## src/inc/tlp_pkg.sv

```systemverilog
// constants and types for the tdm line port block
`default_nettype none
package tlp_pkg;
  localparam int NPORTS = 16;
  localparam int DW = 8;
  localparam int AW = 6;
  localparam int IDX_W = 4;
  localparam int FIFO_DEPTH = 8;
  // register regions, selected by the two top address bits
  localparam logic [1:0] REG_RX_CTL = 2'h0;
  localparam logic [1:0] REG_TX_CTL = 2'h1;
  localparam logic [1:0] REG_STATUS = 2'h2;
  localparam logic [DW-1:0] CTL_RESET = 8'h00;
  localparam logic [DW-1:0] CTL_MASK = 8'h35;
  localparam int CTL_GAP_BIT = 0;
  localparam int CTL_DIR_BIT = 0;
  localparam int CTL_EDGE_BIT = 2;
  localparam int CTL_MODE_LSB = 4;
  localparam int STS_RX_AVAIL = 0;
  localparam int STS_TX_FULL = 1;
  localparam int STS_LOCK = 2;
  localparam int STS_OVERRUN = 3;
  typedef enum logic [1:0] {
    TLP_T1 = 2'b00,
    TLP_E1 = 2'b01,
    TLP_CE1 = 2'b10
  } tlp_mode_t;
  localparam int POS_W = 8;
  localparam logic [POS_W-1:0] POS_FIRST = 8'h00;
  localparam logic [POS_W-1:0] POS_ONE = 8'h01;
  localparam logic [POS_W-1:0] T1_LAST = 8'hC0;
  localparam int SLOT_LSB = 3;
  localparam logic [4:0] SLOT_ZERO = 5'h00;
  localparam logic [4:0] SLOT_SIXTEEN = 5'h10;
  localparam int FRAME_NS = 125000;
  localparam int CLK_NS = 100;
  localparam int FRAME_CYC = FRAME_NS / CLK_NS;
  localparam int LOCK_W = 12;
  localparam logic [LOCK_W-1:0] LOCK_LIMIT = LOCK_W'(2 * FRAME_CYC - 1);
endpackage
`default_nettype wire

```

## src/hw/tlp_line_port.sv

```systemverilog
// sixteen-port tdm line interface with fifo, per-port timing and registers
//
// Operation
// - sixteen independent ports, own rx and tx pins
// - rx data and marker sampled on chosen edge
// - gapped clock: every rx edge gives a bit
// - continuous clock: drop framing overhead bits only
// - clear e1: every bit taken, marker ignored
// - t1: bit at marker is discarded
// - e1: drop slot zero and slot sixteen
// - tx data and marker launched on chosen edge
// - no cell bits in tx overhead positions
// - tx marker pin direction set by control
// - tx marker pin is input after reset
// - t1: tx marker on first bit, no payload
// - e1: no tx payload in slots zero, sixteen
// - one tx marker per frame, either driver
//
// Chosen here: the register offsets and the plain strobed port.
`timescale 1ns/100ps
`default_nettype none

module tlp_fifo #(
  parameter int WIDTH = 1,
  parameter int DEPTH = 8
) (
  input wire logic i_mclk,
  input wire logic i_rst,
  input wire logic i_in_valid,
  output logic o_in_ready,
  input wire logic [WIDTH-1:0] i_in_data,
  output logic o_out_valid,
  input wire logic i_out_ready,
  output logic [WIDTH-1:0] o_out_data
);
  localparam int PW = $clog2(DEPTH);
  logic [WIDTH-1:0] mem_q [DEPTH];
  logic [PW:0] wr_q;
  logic [PW:0] rd_q;
  logic push;
  logic pop;
  assign o_in_ready = (wr_q - rd_q) != (PW+1)'(DEPTH);
  assign o_out_valid = wr_q != rd_q;
  assign o_out_data = mem_q[rd_q[PW-1:0]];
  assign push = i_in_valid && o_in_ready;
  assign pop = o_out_valid && i_out_ready;
  always_ff @(posedge i_mclk)
  begin
    if (push)
    begin
      mem_q[wr_q[PW-1:0]] <= i_in_data;
    end
  end
  always_ff @(posedge i_mclk)
  begin
    if (i_rst)
    begin
      wr_q <= '0;
      rd_q <= '0;
    end
    else
    begin
      wr_q <= wr_q + (PW+1)'(push);
      rd_q <= rd_q + (PW+1)'(pop);
    end
  end
endmodule

module tlp_port #(
  parameter int DEPTH = tlp_pkg::FIFO_DEPTH
) (
  input wire logic i_mclk,
  input wire logic i_rst,
  input wire logic i_rx_clk,
  input wire logic i_rx_data,
  input wire logic i_rx_marker,
  input wire logic i_tx_clk,
  input wire logic i_tx_marker,
  output logic o_tx_data,
  output logic o_tx_marker,
  output logic o_tx_marker_oe,
  output logic o_rx_bit,
  output logic o_rx_valid,
  input wire logic i_rx_ready,
  input wire logic i_tx_bit,
  input wire logic i_tx_valid,
  output logic o_tx_ready,
  input wire logic i_wr_rx,
  input wire logic i_wr_tx,
  input wire logic i_clr_ovr,
  input wire logic [tlp_pkg::DW-1:0] i_wdata,
  output logic [tlp_pkg::DW-1:0] o_rx_ctl,
  output logic [tlp_pkg::DW-1:0] o_tx_ctl,
  output logic [tlp_pkg::DW-1:0] o_status
);
  logic [tlp_pkg::DW-1:0] rx_control_two_q;
  logic [tlp_pkg::DW-1:0] tx_control_two_q;
  logic [2:0] rxc_s_q;
  logic [1:0] rxd_s_q;
  logic [1:0] rxm_s_q;
  logic [2:0] txc_s_q;
  logic [1:0] txm_s_q;
  logic rx_edge;
  logic tx_launch;
  tlp_pkg::tlp_mode_t rx_mode;
  tlp_pkg::tlp_mode_t tx_mode;
  logic rx_gapped_clock_mode;
  logic tx_marker_direction;
  logic [tlp_pkg::POS_W-1:0] rx_pos_q;
  logic [tlp_pkg::POS_W-1:0] rx_cur;
  logic rx_ovh;
  logic rx_push_q;
  logic rx_bit_q;
  logic rx_in_ready;
  logic overrun_q;
  logic [tlp_pkg::LOCK_W-1:0] lock_cnt_q;
  logic lock_q;
  logic [tlp_pkg::POS_W-1:0] tx_pos_q;
  logic [tlp_pkg::POS_W-1:0] tx_cur;
  logic tx_ovh;
  logic tx_pop;
  logic tx_fifo_valid;
  logic tx_fifo_bit;
  logic tx_data_q;
  logic tx_marker_q;
  logic tx_oe_q;

  // slot of a bit position is its upper five bits
  function automatic logic overhead(input tlp_pkg::tlp_mode_t m,
                                    input logic [tlp_pkg::POS_W-1:0] p);
    logic [4:0] slot;
    slot = p[tlp_pkg::POS_W-1:tlp_pkg::SLOT_LSB];
    overhead = 1'b0;
    if (m == tlp_pkg::TLP_T1)
    begin
      overhead = p == tlp_pkg::POS_FIRST;
    end
    else if (m == tlp_pkg::TLP_E1)
    begin
      overhead = slot == tlp_pkg::SLOT_ZERO || slot == tlp_pkg::SLOT_SIXTEEN;
    end
  endfunction

  function automatic logic [tlp_pkg::POS_W-1:0] next_pos(
      input tlp_pkg::tlp_mode_t m, input logic [tlp_pkg::POS_W-1:0] p);
    if (m == tlp_pkg::TLP_T1 && p == tlp_pkg::T1_LAST)
    begin
      next_pos = tlp_pkg::POS_FIRST;
    end
    else
    begin
      next_pos = p + tlp_pkg::POS_ONE;
    end
  endfunction

  always_ff @(posedge i_mclk)
  begin
    if (i_rst)
    begin
      rx_control_two_q <= tlp_pkg::CTL_RESET;
      tx_control_two_q <= tlp_pkg::CTL_RESET;
    end
    else
    begin
      if (i_wr_rx)
      begin
        rx_control_two_q <= i_wdata & tlp_pkg::CTL_MASK;
      end
      if (i_wr_tx)
      begin
        tx_control_two_q <= i_wdata & tlp_pkg::CTL_MASK;
      end
    end
  end
  assign rx_mode = tlp_pkg::tlp_mode_t'(rx_control_two_q[tlp_pkg::CTL_MODE_LSB+:2]);
  assign tx_mode = tlp_pkg::tlp_mode_t'(tx_control_two_q[tlp_pkg::CTL_MODE_LSB+:2]);
  assign rx_gapped_clock_mode = rx_control_two_q[tlp_pkg::CTL_GAP_BIT];
  assign tx_marker_direction = tx_control_two_q[tlp_pkg::CTL_DIR_BIT];

  // line pins are asynchronous; stage 2 of the clocks is edge history only
  always_ff @(posedge i_mclk)
  begin
    if (i_rst)
    begin
      rxc_s_q <= '0;
      rxd_s_q <= '0;
      rxm_s_q <= '0;
      txc_s_q <= '0;
      txm_s_q <= '0;
    end
    else
    begin
      rxc_s_q <= {rxc_s_q[1:0], i_rx_clk};
      rxd_s_q <= {rxd_s_q[0], i_rx_data};
      rxm_s_q <= {rxm_s_q[0], i_rx_marker};
      txc_s_q <= {txc_s_q[1:0], i_tx_clk};
      txm_s_q <= {txm_s_q[0], i_tx_marker};
    end
  end
  assign rx_edge = rx_control_two_q[tlp_pkg::CTL_EDGE_BIT] ?
                   (!rxc_s_q[1] && rxc_s_q[2]) : (rxc_s_q[1] && !rxc_s_q[2]);
  assign tx_launch = tx_control_two_q[tlp_pkg::CTL_EDGE_BIT] ?
                     (!txc_s_q[1] && txc_s_q[2]) : (txc_s_q[1] && !txc_s_q[2]);

  // the marker bit is position zero of the frame
  assign rx_cur = rxm_s_q[1] ? tlp_pkg::POS_FIRST : rx_pos_q;
  assign rx_ovh = !rx_gapped_clock_mode && overhead(rx_mode, rx_cur);

  always_ff @(posedge i_mclk)
  begin
    if (i_rst)
    begin
      rx_pos_q <= tlp_pkg::POS_FIRST;
      rx_push_q <= 1'b0;
      rx_bit_q <= 1'b0;
    end
    else
    begin
      rx_push_q <= rx_edge && !rx_ovh;
      if (rx_edge)
      begin
        rx_pos_q <= next_pos(rx_mode, rx_cur);
        rx_bit_q <= rxd_s_q[1];
      end
    end
  end

  // the line cannot be stalled: a bit that meets a full fifo is lost
  always_ff @(posedge i_mclk)
  begin
    if (i_rst)
    begin
      overrun_q <= 1'b0;
    end
    else if (rx_push_q && !rx_in_ready)
    begin
      overrun_q <= 1'b1;
    end
    else if (i_clr_ovr)
    begin
      overrun_q <= 1'b0;
    end
  end

  // lock drops after two frame periods with no marker
  always_ff @(posedge i_mclk)
  begin
    if (i_rst)
    begin
      lock_cnt_q <= '0;
      lock_q <= 1'b0;
    end
    else if (rx_edge && rxm_s_q[1])
    begin
      lock_cnt_q <= '0;
      lock_q <= 1'b1;
    end
    else if (lock_cnt_q == tlp_pkg::LOCK_LIMIT)
    begin
      lock_q <= 1'b0;
    end
    else
    begin
      lock_cnt_q <= lock_cnt_q + 1'b1;
    end
  end

  tlp_fifo #(.WIDTH(1), .DEPTH(DEPTH)) u_rx_fifo (
    .i_mclk(i_mclk),
    .i_rst(i_rst),
    .i_in_valid(rx_push_q),
    .o_in_ready(rx_in_ready),
    .i_in_data(rx_bit_q),
    .o_out_valid(o_rx_valid),
    .i_out_ready(i_rx_ready),
    .o_out_data(o_rx_bit)
  );

  // input marker restarts the frame; output marker follows our own count
  assign tx_cur = (!tx_marker_direction && txm_s_q[1]) ? tlp_pkg::POS_FIRST : tx_pos_q;
  assign tx_ovh = overhead(tx_mode, tx_cur);
  assign tx_pop = tx_launch && !tx_ovh;

  always_ff @(posedge i_mclk)
  begin
    if (i_rst)
    begin
      tx_pos_q <= tlp_pkg::POS_FIRST;
      tx_data_q <= 1'b1;
      tx_marker_q <= 1'b0;
    end
    else if (tx_launch)
    begin
      tx_pos_q <= next_pos(tx_mode, tx_cur);
      // underrun sends ones, overhead sends zero
      tx_data_q <= tx_ovh ? 1'b0 : (tx_fifo_valid ? tx_fifo_bit : 1'b1);
      tx_marker_q <= tx_marker_direction && tx_cur == tlp_pkg::POS_FIRST;
    end
  end

  always_ff @(posedge i_mclk)
  begin
    if (i_rst)
    begin
      tx_oe_q <= 1'b0;
    end
    else
    begin
      tx_oe_q <= tx_marker_direction;
    end
  end

  tlp_fifo #(.WIDTH(1), .DEPTH(DEPTH)) u_tx_fifo (
    .i_mclk(i_mclk),
    .i_rst(i_rst),
    .i_in_valid(i_tx_valid),
    .o_in_ready(o_tx_ready),
    .i_in_data(i_tx_bit),
    .o_out_valid(tx_fifo_valid),
    .i_out_ready(tx_pop),
    .o_out_data(tx_fifo_bit)
  );

  assign o_tx_data = tx_data_q;
  assign o_tx_marker = tx_marker_q;
  assign o_tx_marker_oe = tx_oe_q;
  assign o_rx_ctl = rx_control_two_q;
  assign o_tx_ctl = tx_control_two_q;
  always_comb
  begin
    o_status = '0;
    o_status[tlp_pkg::STS_RX_AVAIL] = o_rx_valid;
    o_status[tlp_pkg::STS_TX_FULL] = !o_tx_ready;
    o_status[tlp_pkg::STS_LOCK] = lock_q;
    o_status[tlp_pkg::STS_OVERRUN] = overrun_q;
  end
endmodule

module tlp_line_port #(
  parameter int NPORTS = tlp_pkg::NPORTS,
  parameter int DEPTH = tlp_pkg::FIFO_DEPTH
) (
  input wire logic i_mclk,
  input wire logic i_rst,
  input wire logic [NPORTS-1:0] i_rx_line_clock,
  input wire logic [NPORTS-1:0] i_rx_line_data,
  input wire logic [NPORTS-1:0] i_rx_frame_marker,
  input wire logic [NPORTS-1:0] i_tx_line_clock,
  input wire logic [NPORTS-1:0] i_tx_frame_marker,
  output logic [NPORTS-1:0] o_tx_frame_marker,
  output logic [NPORTS-1:0] o_tx_frame_marker_oe,
  output logic [NPORTS-1:0] o_tx_line_data,
  output logic [NPORTS-1:0] o_rx_bit,
  output logic [NPORTS-1:0] o_rx_valid,
  input wire logic [NPORTS-1:0] i_rx_ready,
  input wire logic [NPORTS-1:0] i_tx_bit,
  input wire logic [NPORTS-1:0] i_tx_valid,
  output logic [NPORTS-1:0] o_tx_ready,
  input wire logic [tlp_pkg::AW-1:0] i_reg_addr,
  input wire logic [tlp_pkg::DW-1:0] i_reg_wdata,
  input wire logic i_reg_wr,
  input wire logic i_reg_rd,
  output logic [tlp_pkg::DW-1:0] o_reg_rdata
);
  logic [tlp_pkg::DW-1:0] rx_ctl [NPORTS];
  logic [tlp_pkg::DW-1:0] tx_ctl [NPORTS];
  logic [tlp_pkg::DW-1:0] sts [NPORTS];
  logic [1:0] region;
  logic [tlp_pkg::IDX_W-1:0] idx;
  logic [tlp_pkg::DW-1:0] rdata_q;
  assign region = i_reg_addr[tlp_pkg::AW-1:tlp_pkg::IDX_W];
  assign idx = i_reg_addr[tlp_pkg::IDX_W-1:0];

  for (genvar p = 0; p < NPORTS; p++)
  begin : g_port
    tlp_port #(.DEPTH(DEPTH)) u_port (
      .i_mclk(i_mclk),
      .i_rst(i_rst),
      .i_rx_clk(i_rx_line_clock[p]),
      .i_rx_data(i_rx_line_data[p]),
      .i_rx_marker(i_rx_frame_marker[p]),
      .i_tx_clk(i_tx_line_clock[p]),
      .i_tx_marker(i_tx_frame_marker[p]),
      .o_tx_data(o_tx_line_data[p]),
      .o_tx_marker(o_tx_frame_marker[p]),
      .o_tx_marker_oe(o_tx_frame_marker_oe[p]),
      .o_rx_bit(o_rx_bit[p]),
      .o_rx_valid(o_rx_valid[p]),
      .i_rx_ready(i_rx_ready[p]),
      .i_tx_bit(i_tx_bit[p]),
      .i_tx_valid(i_tx_valid[p]),
      .o_tx_ready(o_tx_ready[p]),
      .i_wr_rx(i_reg_wr && region == tlp_pkg::REG_RX_CTL && idx == p),
      .i_wr_tx(i_reg_wr && region == tlp_pkg::REG_TX_CTL && idx == p),
      .i_clr_ovr(i_reg_wr && region == tlp_pkg::REG_STATUS && idx == p &&
                 i_reg_wdata[tlp_pkg::STS_OVERRUN]),
      .i_wdata(i_reg_wdata),
      .o_rx_ctl(rx_ctl[p]),
      .o_tx_ctl(tx_ctl[p]),
      .o_status(sts[p])
    );
  end

  // unmapped addresses and ports beyond NPORTS read as zero
  always_ff @(posedge i_mclk)
  begin
    if (i_rst || !i_reg_rd || 32'(idx) >= NPORTS)
    begin
      rdata_q <= '0;
    end
    else if (region == tlp_pkg::REG_RX_CTL)
    begin
      rdata_q <= rx_ctl[idx];
    end
    else if (region == tlp_pkg::REG_TX_CTL)
    begin
      rdata_q <= tx_ctl[idx];
    end
    else if (region == tlp_pkg::REG_STATUS)
    begin
      rdata_q <= sts[idx];
    end
    else
    begin
      rdata_q <= '0;
    end
  end
  assign o_reg_rdata = rdata_q;
endmodule
`default_nettype wire

```

## config.mk

```make
export PLATFORM = sky130hd
export DESIGN_NAME = tlp_line_port
export DESIGN_NICKNAME = d
export VERILOG_FILES = /design/src/inc/tlp_pkg.sv /design/src/hw/tlp_line_port.sv
export SDC_FILE = /design/constraint.sdc
export NUM_CORES = 2
export LEC_CHECK = 0
export BUFFER_PORTS_ARGS = -buffer_cell sky130_fd_sc_hd__buf_2
export CAP_MARGIN = 30
export CORE_UTILIZATION = 30
export CTS_CLUSTER_DIAMETER = 150
export DETAILED_ROUTE_END_ITERATION = 6
export PLACE_DENSITY = 0.44
export SLEW_MARGIN = 20
export SYNTH_ARGS = -nofsm -noshare
export SYNTH_HDL_FRONTEND = slang
export SYNTH_SLANG_ARGS = --single-unit
```

## constraint.sdc

```tcl
create_clock -name i_mclk -period 4.6 [get_ports i_mclk]
set_input_delay 0 -clock i_mclk [delete_from_list [all_inputs] [get_ports i_mclk]]
set_output_delay 0 -clock i_mclk [all_outputs]
set_load 0.02 [all_outputs]
```

==> results.yml <==
critical_path:
  worst_path_max_delay_cell: "mux4_2"
  timing_worst_setup_path_type: "register to register"
  slowest_delay_ns: 0.63
  crit_path_start_kind: "register"
  end_kind: "register"
  cp.arrival_ns: 3.92
  crit_chain: "inv_1, ha_1, nand4_1, mux4_2, nor3_1, or4_1, a21oi_1, dlygate4sd3_1"
  critPathMaxFanout: 4
  worst-endpoint-required_ns: 5.30
floorplan:
  design.portCount: 250
  num_rows: 172
  core-area_um2: 219700
  floorplan.initialDensity: 0.3017
  die-height_um: 472.1
  design.die.area_um2: 222900
  die_w_um: 472.1
detailed_routing:
  route.final.wire_length_um: 178100
  route.layer.met1.wl_um: 87970
  routed.top_layer: "met5"
  detailroute.wirelength.met2_um: 76590
  routedWlPerCell_um: 16.92
  met3_wirelength_um: 7575
  dr_iter_0_viols: 3075
  avgViaCountPerCell: 4.818
  ant_nets: 0
  first_pass_iters: 7
  route.detailed.drc: 0
  via_total_after_detailed_routing: 50700
cts:
  cts.clk_slew.worst_paths_ns: 0.06
  tritoncts: "done"
  clockRootBuffer: "clkbuf_16"
  cts_buffers: 170
  clock_path_buffers: 3
  htree_num_levels: 4
  clkSinkCount: 1398
  clock_latency_ns: 0.81
  post_cts.repair.setup_buffers: 0
  post_cts_resized: 0
place:
  numPortBuffers: 244
  detailed_place_hpwl_um: 129300
  final_wtd_congestion: 0.8341
  dp_cells: 9960
job:
  maxCapViolCount: 0
logic_synthesis:
  synth_ff_type: "dfxtp_1"
  synth.cell_area_um2: 66300
  synth_xor_area_frac: 0.04531
  synth-seq-cells: 1398
  synth_edf_count: 256
  ys_warn_count: 0
  synthDistinctLibCells: 75
  syn_avg_cell_area_um2: 9.426
  yosys-mux-area-fraction: 0.06079
  ys_async_sr_fraction: 0
  dominant_combinational_cell_family_by_area_after_synthesis: "simple AND/OR/NAND/NOR gates"
  synth_sequential_area_ratio: 0.4608
  synth_adder_area_share: 0.05737
  synth_simple_gate_area_share: 0.2432
  syn_inst: 7034
  area_fraction_in_compound_gates_after_synthesis: 0.09623
timing:
  tightestPinTransition_ns: 1.004
  final_max_slew_viol_count: 0
  setup-violations-final: 0
  setup_total_negative_slack_ns: 0
  final_period_minus_worst_setup_slack_ns: 3.219
  fin_skew_ns: 0.04275
  final.period_utilization: 0.6999
  slew_headroom: 0.3305
  clock.fmax_mhz: 310.6
  setup_repair_after_global_routing_missed_its_margin: "false"
  final_hold_violations: 0
cells_and_area:
  syn_to_final_growth_pct: 17.89
  drive_above_1_share: 0.09341
  nNetsFinal: 7860
  fillers: 22343
  stdcell_count: 10524
global_routing:
  grt_start_max_net_pins: 131
  grt_first_pass_wirelength_um: 279900
  via_count_of_the_first_global_routing_pass: 49005
  grt-ovfl-total: 0
  antenna_found_initial: 15
  globalRouteTotalUtil: 0.1576
power:
  pwr_density_cell_nw_per_um2: 360.3
  fin_total_pwr_mw: 28.16
  p_leak_nw: 29.61
  vdd_drop_max_uv: 334.7
run_status:
  status: "finished, final reports clean"
worst_hold_path:
  min_path_type: "primary input to register"
## placed cells by master, fill, tap and decap left out, types with 47 or more instances in the layout
| master | synthesis | layout |
|---|---|---|
| a31oi_1 | 52 | 52 |
| mux2i_1 | 145 | 145 |
| nand4_1 | 63 | 63 |
| and2_1 | 47 | 47 |
| o21ai_0 | 254 | 254 |
| clkbuf_16 | 0 | 172 |
| nand2_1 | 543 | 543 |
| inv_1 | 210 | 210 |
| a21oi_1 | 310 | 310 |
| clkbuf_1 | 203 | 47 |
| nand2b_1 | 210 | 210 |
| dfxtp_1 | 1142 | 1142 |
| and3_1 | 93 | 93 |
| edfxtp_1 | 256 | 256 |
| nand3b_1 | 83 | 83 |
| xor2_1 | 171 | 171 |
| ha_1 | 304 | 304 |
| dlygate4sd3_1 | 0 | 233 |
| nor3_1 | 178 | 178 |
| nand3_1 | 251 | 251 |
| xnor2_1 | 172 | 172 |
| buf_2 | 16 | 243 |
| mux4_2 | 114 | 114 |
| o211ai_1 | 49 | 49 |
| nor2_1 | 954 | 954 |
| or3_1 | 54 | 54 |
| nor3b_1 | 61 | 61 |
| nor2b_1 | 439 | 439 |
| a22oi_1 | 58 | 58 |
| o21a_1 | 47 | 47 |
## worst paths after layout
kind,startpoint,to,slack (ns),depth (start not counted)
min reg2reg,g_port[15].u_port.rxc_s_q[0],g_port[15].u_port.rxc_s_q[1],0.43,1
min,i_tx_bit[5],g_port[5].u_port.u_tx_fifo.mem_q[1],0.06,2
max reg2reg,g_port[6].u_port.u_rx_fifo.rd_q[2],o_reg_rdata[0],1.38,8
max,g_port[6].u_port.u_rx_fifo.rd_q[2],o_reg_rdata[0],1.38,8
## report_power, final
part           switching [mW]  total, mW  leakage (nW)  internal, mW
logic                   0.982       1.67          15.2         0.690
registers               0.205       12.9          11.6          12.7
clock network            5.60       13.6          2.81          8.01
total                    6.78       28.2          29.6          21.4
## worst max-delay path: cells and delay by family (launching register included)
family / cells / cell delay, ns
AO/OA/AOI/OAI: 1 / 0.06
buffers and inverters: 2 / 0.65
flip-flops: 1 / 0.40
AND/OR/NAND/NOR: 3 / 1.05
multiplexers: 1 / 0.63
adder cells (fa/ha/maj): 1 / 0.32
## area by class of cell
class	count	area (um2)	area share
clock buffer	249	4893	0.06261
inverter	210	788.3	0.01009
tap	2958	3701	0.04735
sequential	1398	30550	0.3908
clock inverter	71	822.0	0.01052
antenna	8	20.02	0.0002561
timing repair buffer	527	4034	0.05161
multi-input combinational	5103	33350	0.4267
## through the flow
| stage | instance area (um2) | hold WS (ns) | util | setup WS (ns) |
|---|---|---|---|---|
| finish | 78160 | 0.05989 | 0.3557 | 1.381 |
| global route | 78150 | 0.02911 | 0.3557 | 1.304 |
| CTS | 78100 | 0.002237 | 0.3554 | 1.393 |
| detailed placement | 70050 | 0.2154 | 0.3188 | 1.252 |
| global placement | 70030 | 0.2089 | 0.3187 | 1.212 |
| floorplan | 66300 | 0.09887 | - | 2.312 |
## layer usage
layer  GRT usage  vias to the layer above
met5           0                        -
met2      0.2400                      851
met3     0.02624                      272
met1      0.2224                    24188
met4     0.05741                        4
li1            -                    25385
## state kept, by name, indices dropped and copies added (netlist names), 32 cells and up
signal                         cells
g_port.u_port.o_tx_ctl            64
g_port.u_port.u_tx_fifo.rd_q      64
g_port.u_port.rxd_s_q             32
g_port.u_port.u_tx_fifo.wr_q      64
g_port.u_port.o_rx_ctl            64
g_port.u_port.rxm_s_q             32
g_port.u_port.lock_cnt_q         192
g_port.u_port.rx_pos_q           128
g_port.u_port.rxc_s_q             48
g_port.u_port.u_tx_fifo.mem_q    128
g_port.u_port.tx_pos_q           128
g_port.u_port.u_rx_fifo.mem_q    128
g_port.u_port.txm_s_q             32
g_port.u_port.txc_s_q             48
g_port.u_port.u_rx_fifo.wr_q      64
g_port.u_port.u_rx_fifo.rd_q      64
## synthesized netlist by cell type (63+ instances only)
library cell  count  area share
nand3_1         251       0.019
mux4_2          114       0.039
and3_1           93      0.0088
mux2i_1         145       0.022
nand2_1         543       0.031
nand4_1          63      0.0059
edfxtp_1        256        0.12
dfxtp_1        1142        0.34
ha_1            304       0.057
o21ai_0         254       0.019
inv_1           210       0.012
clkbuf_1        203       0.011
nor2b_1         439       0.041
nand3b_1         83      0.0094
a21oi_1         310       0.023
xor2_1          171       0.023
nand2b_1        210       0.020
nor2_1          954       0.054
xnor2_1         172       0.023
buf_4           100       0.011
nor3_1          178       0.013
## repair_timing
| item | CTS | global route |
|---|---|---|
| setup endpoints to repair | 0 | 0 |
| hold buffers | 233 | 0 |
| endpoints found under the hold margin | 729 | 0 |
## cells by family after synthesis
family                     after synthesis
xor gates and xnor gates               343
muxes                                  260
and+or+nand+nor                       3168
DFF                                   1398
other                                    1
buffers and inverters                  534
AOI/OAI and AO/OA                     1026
adders and majority gates              304
No activity file was read; power rests on OpenSTA's default activity.
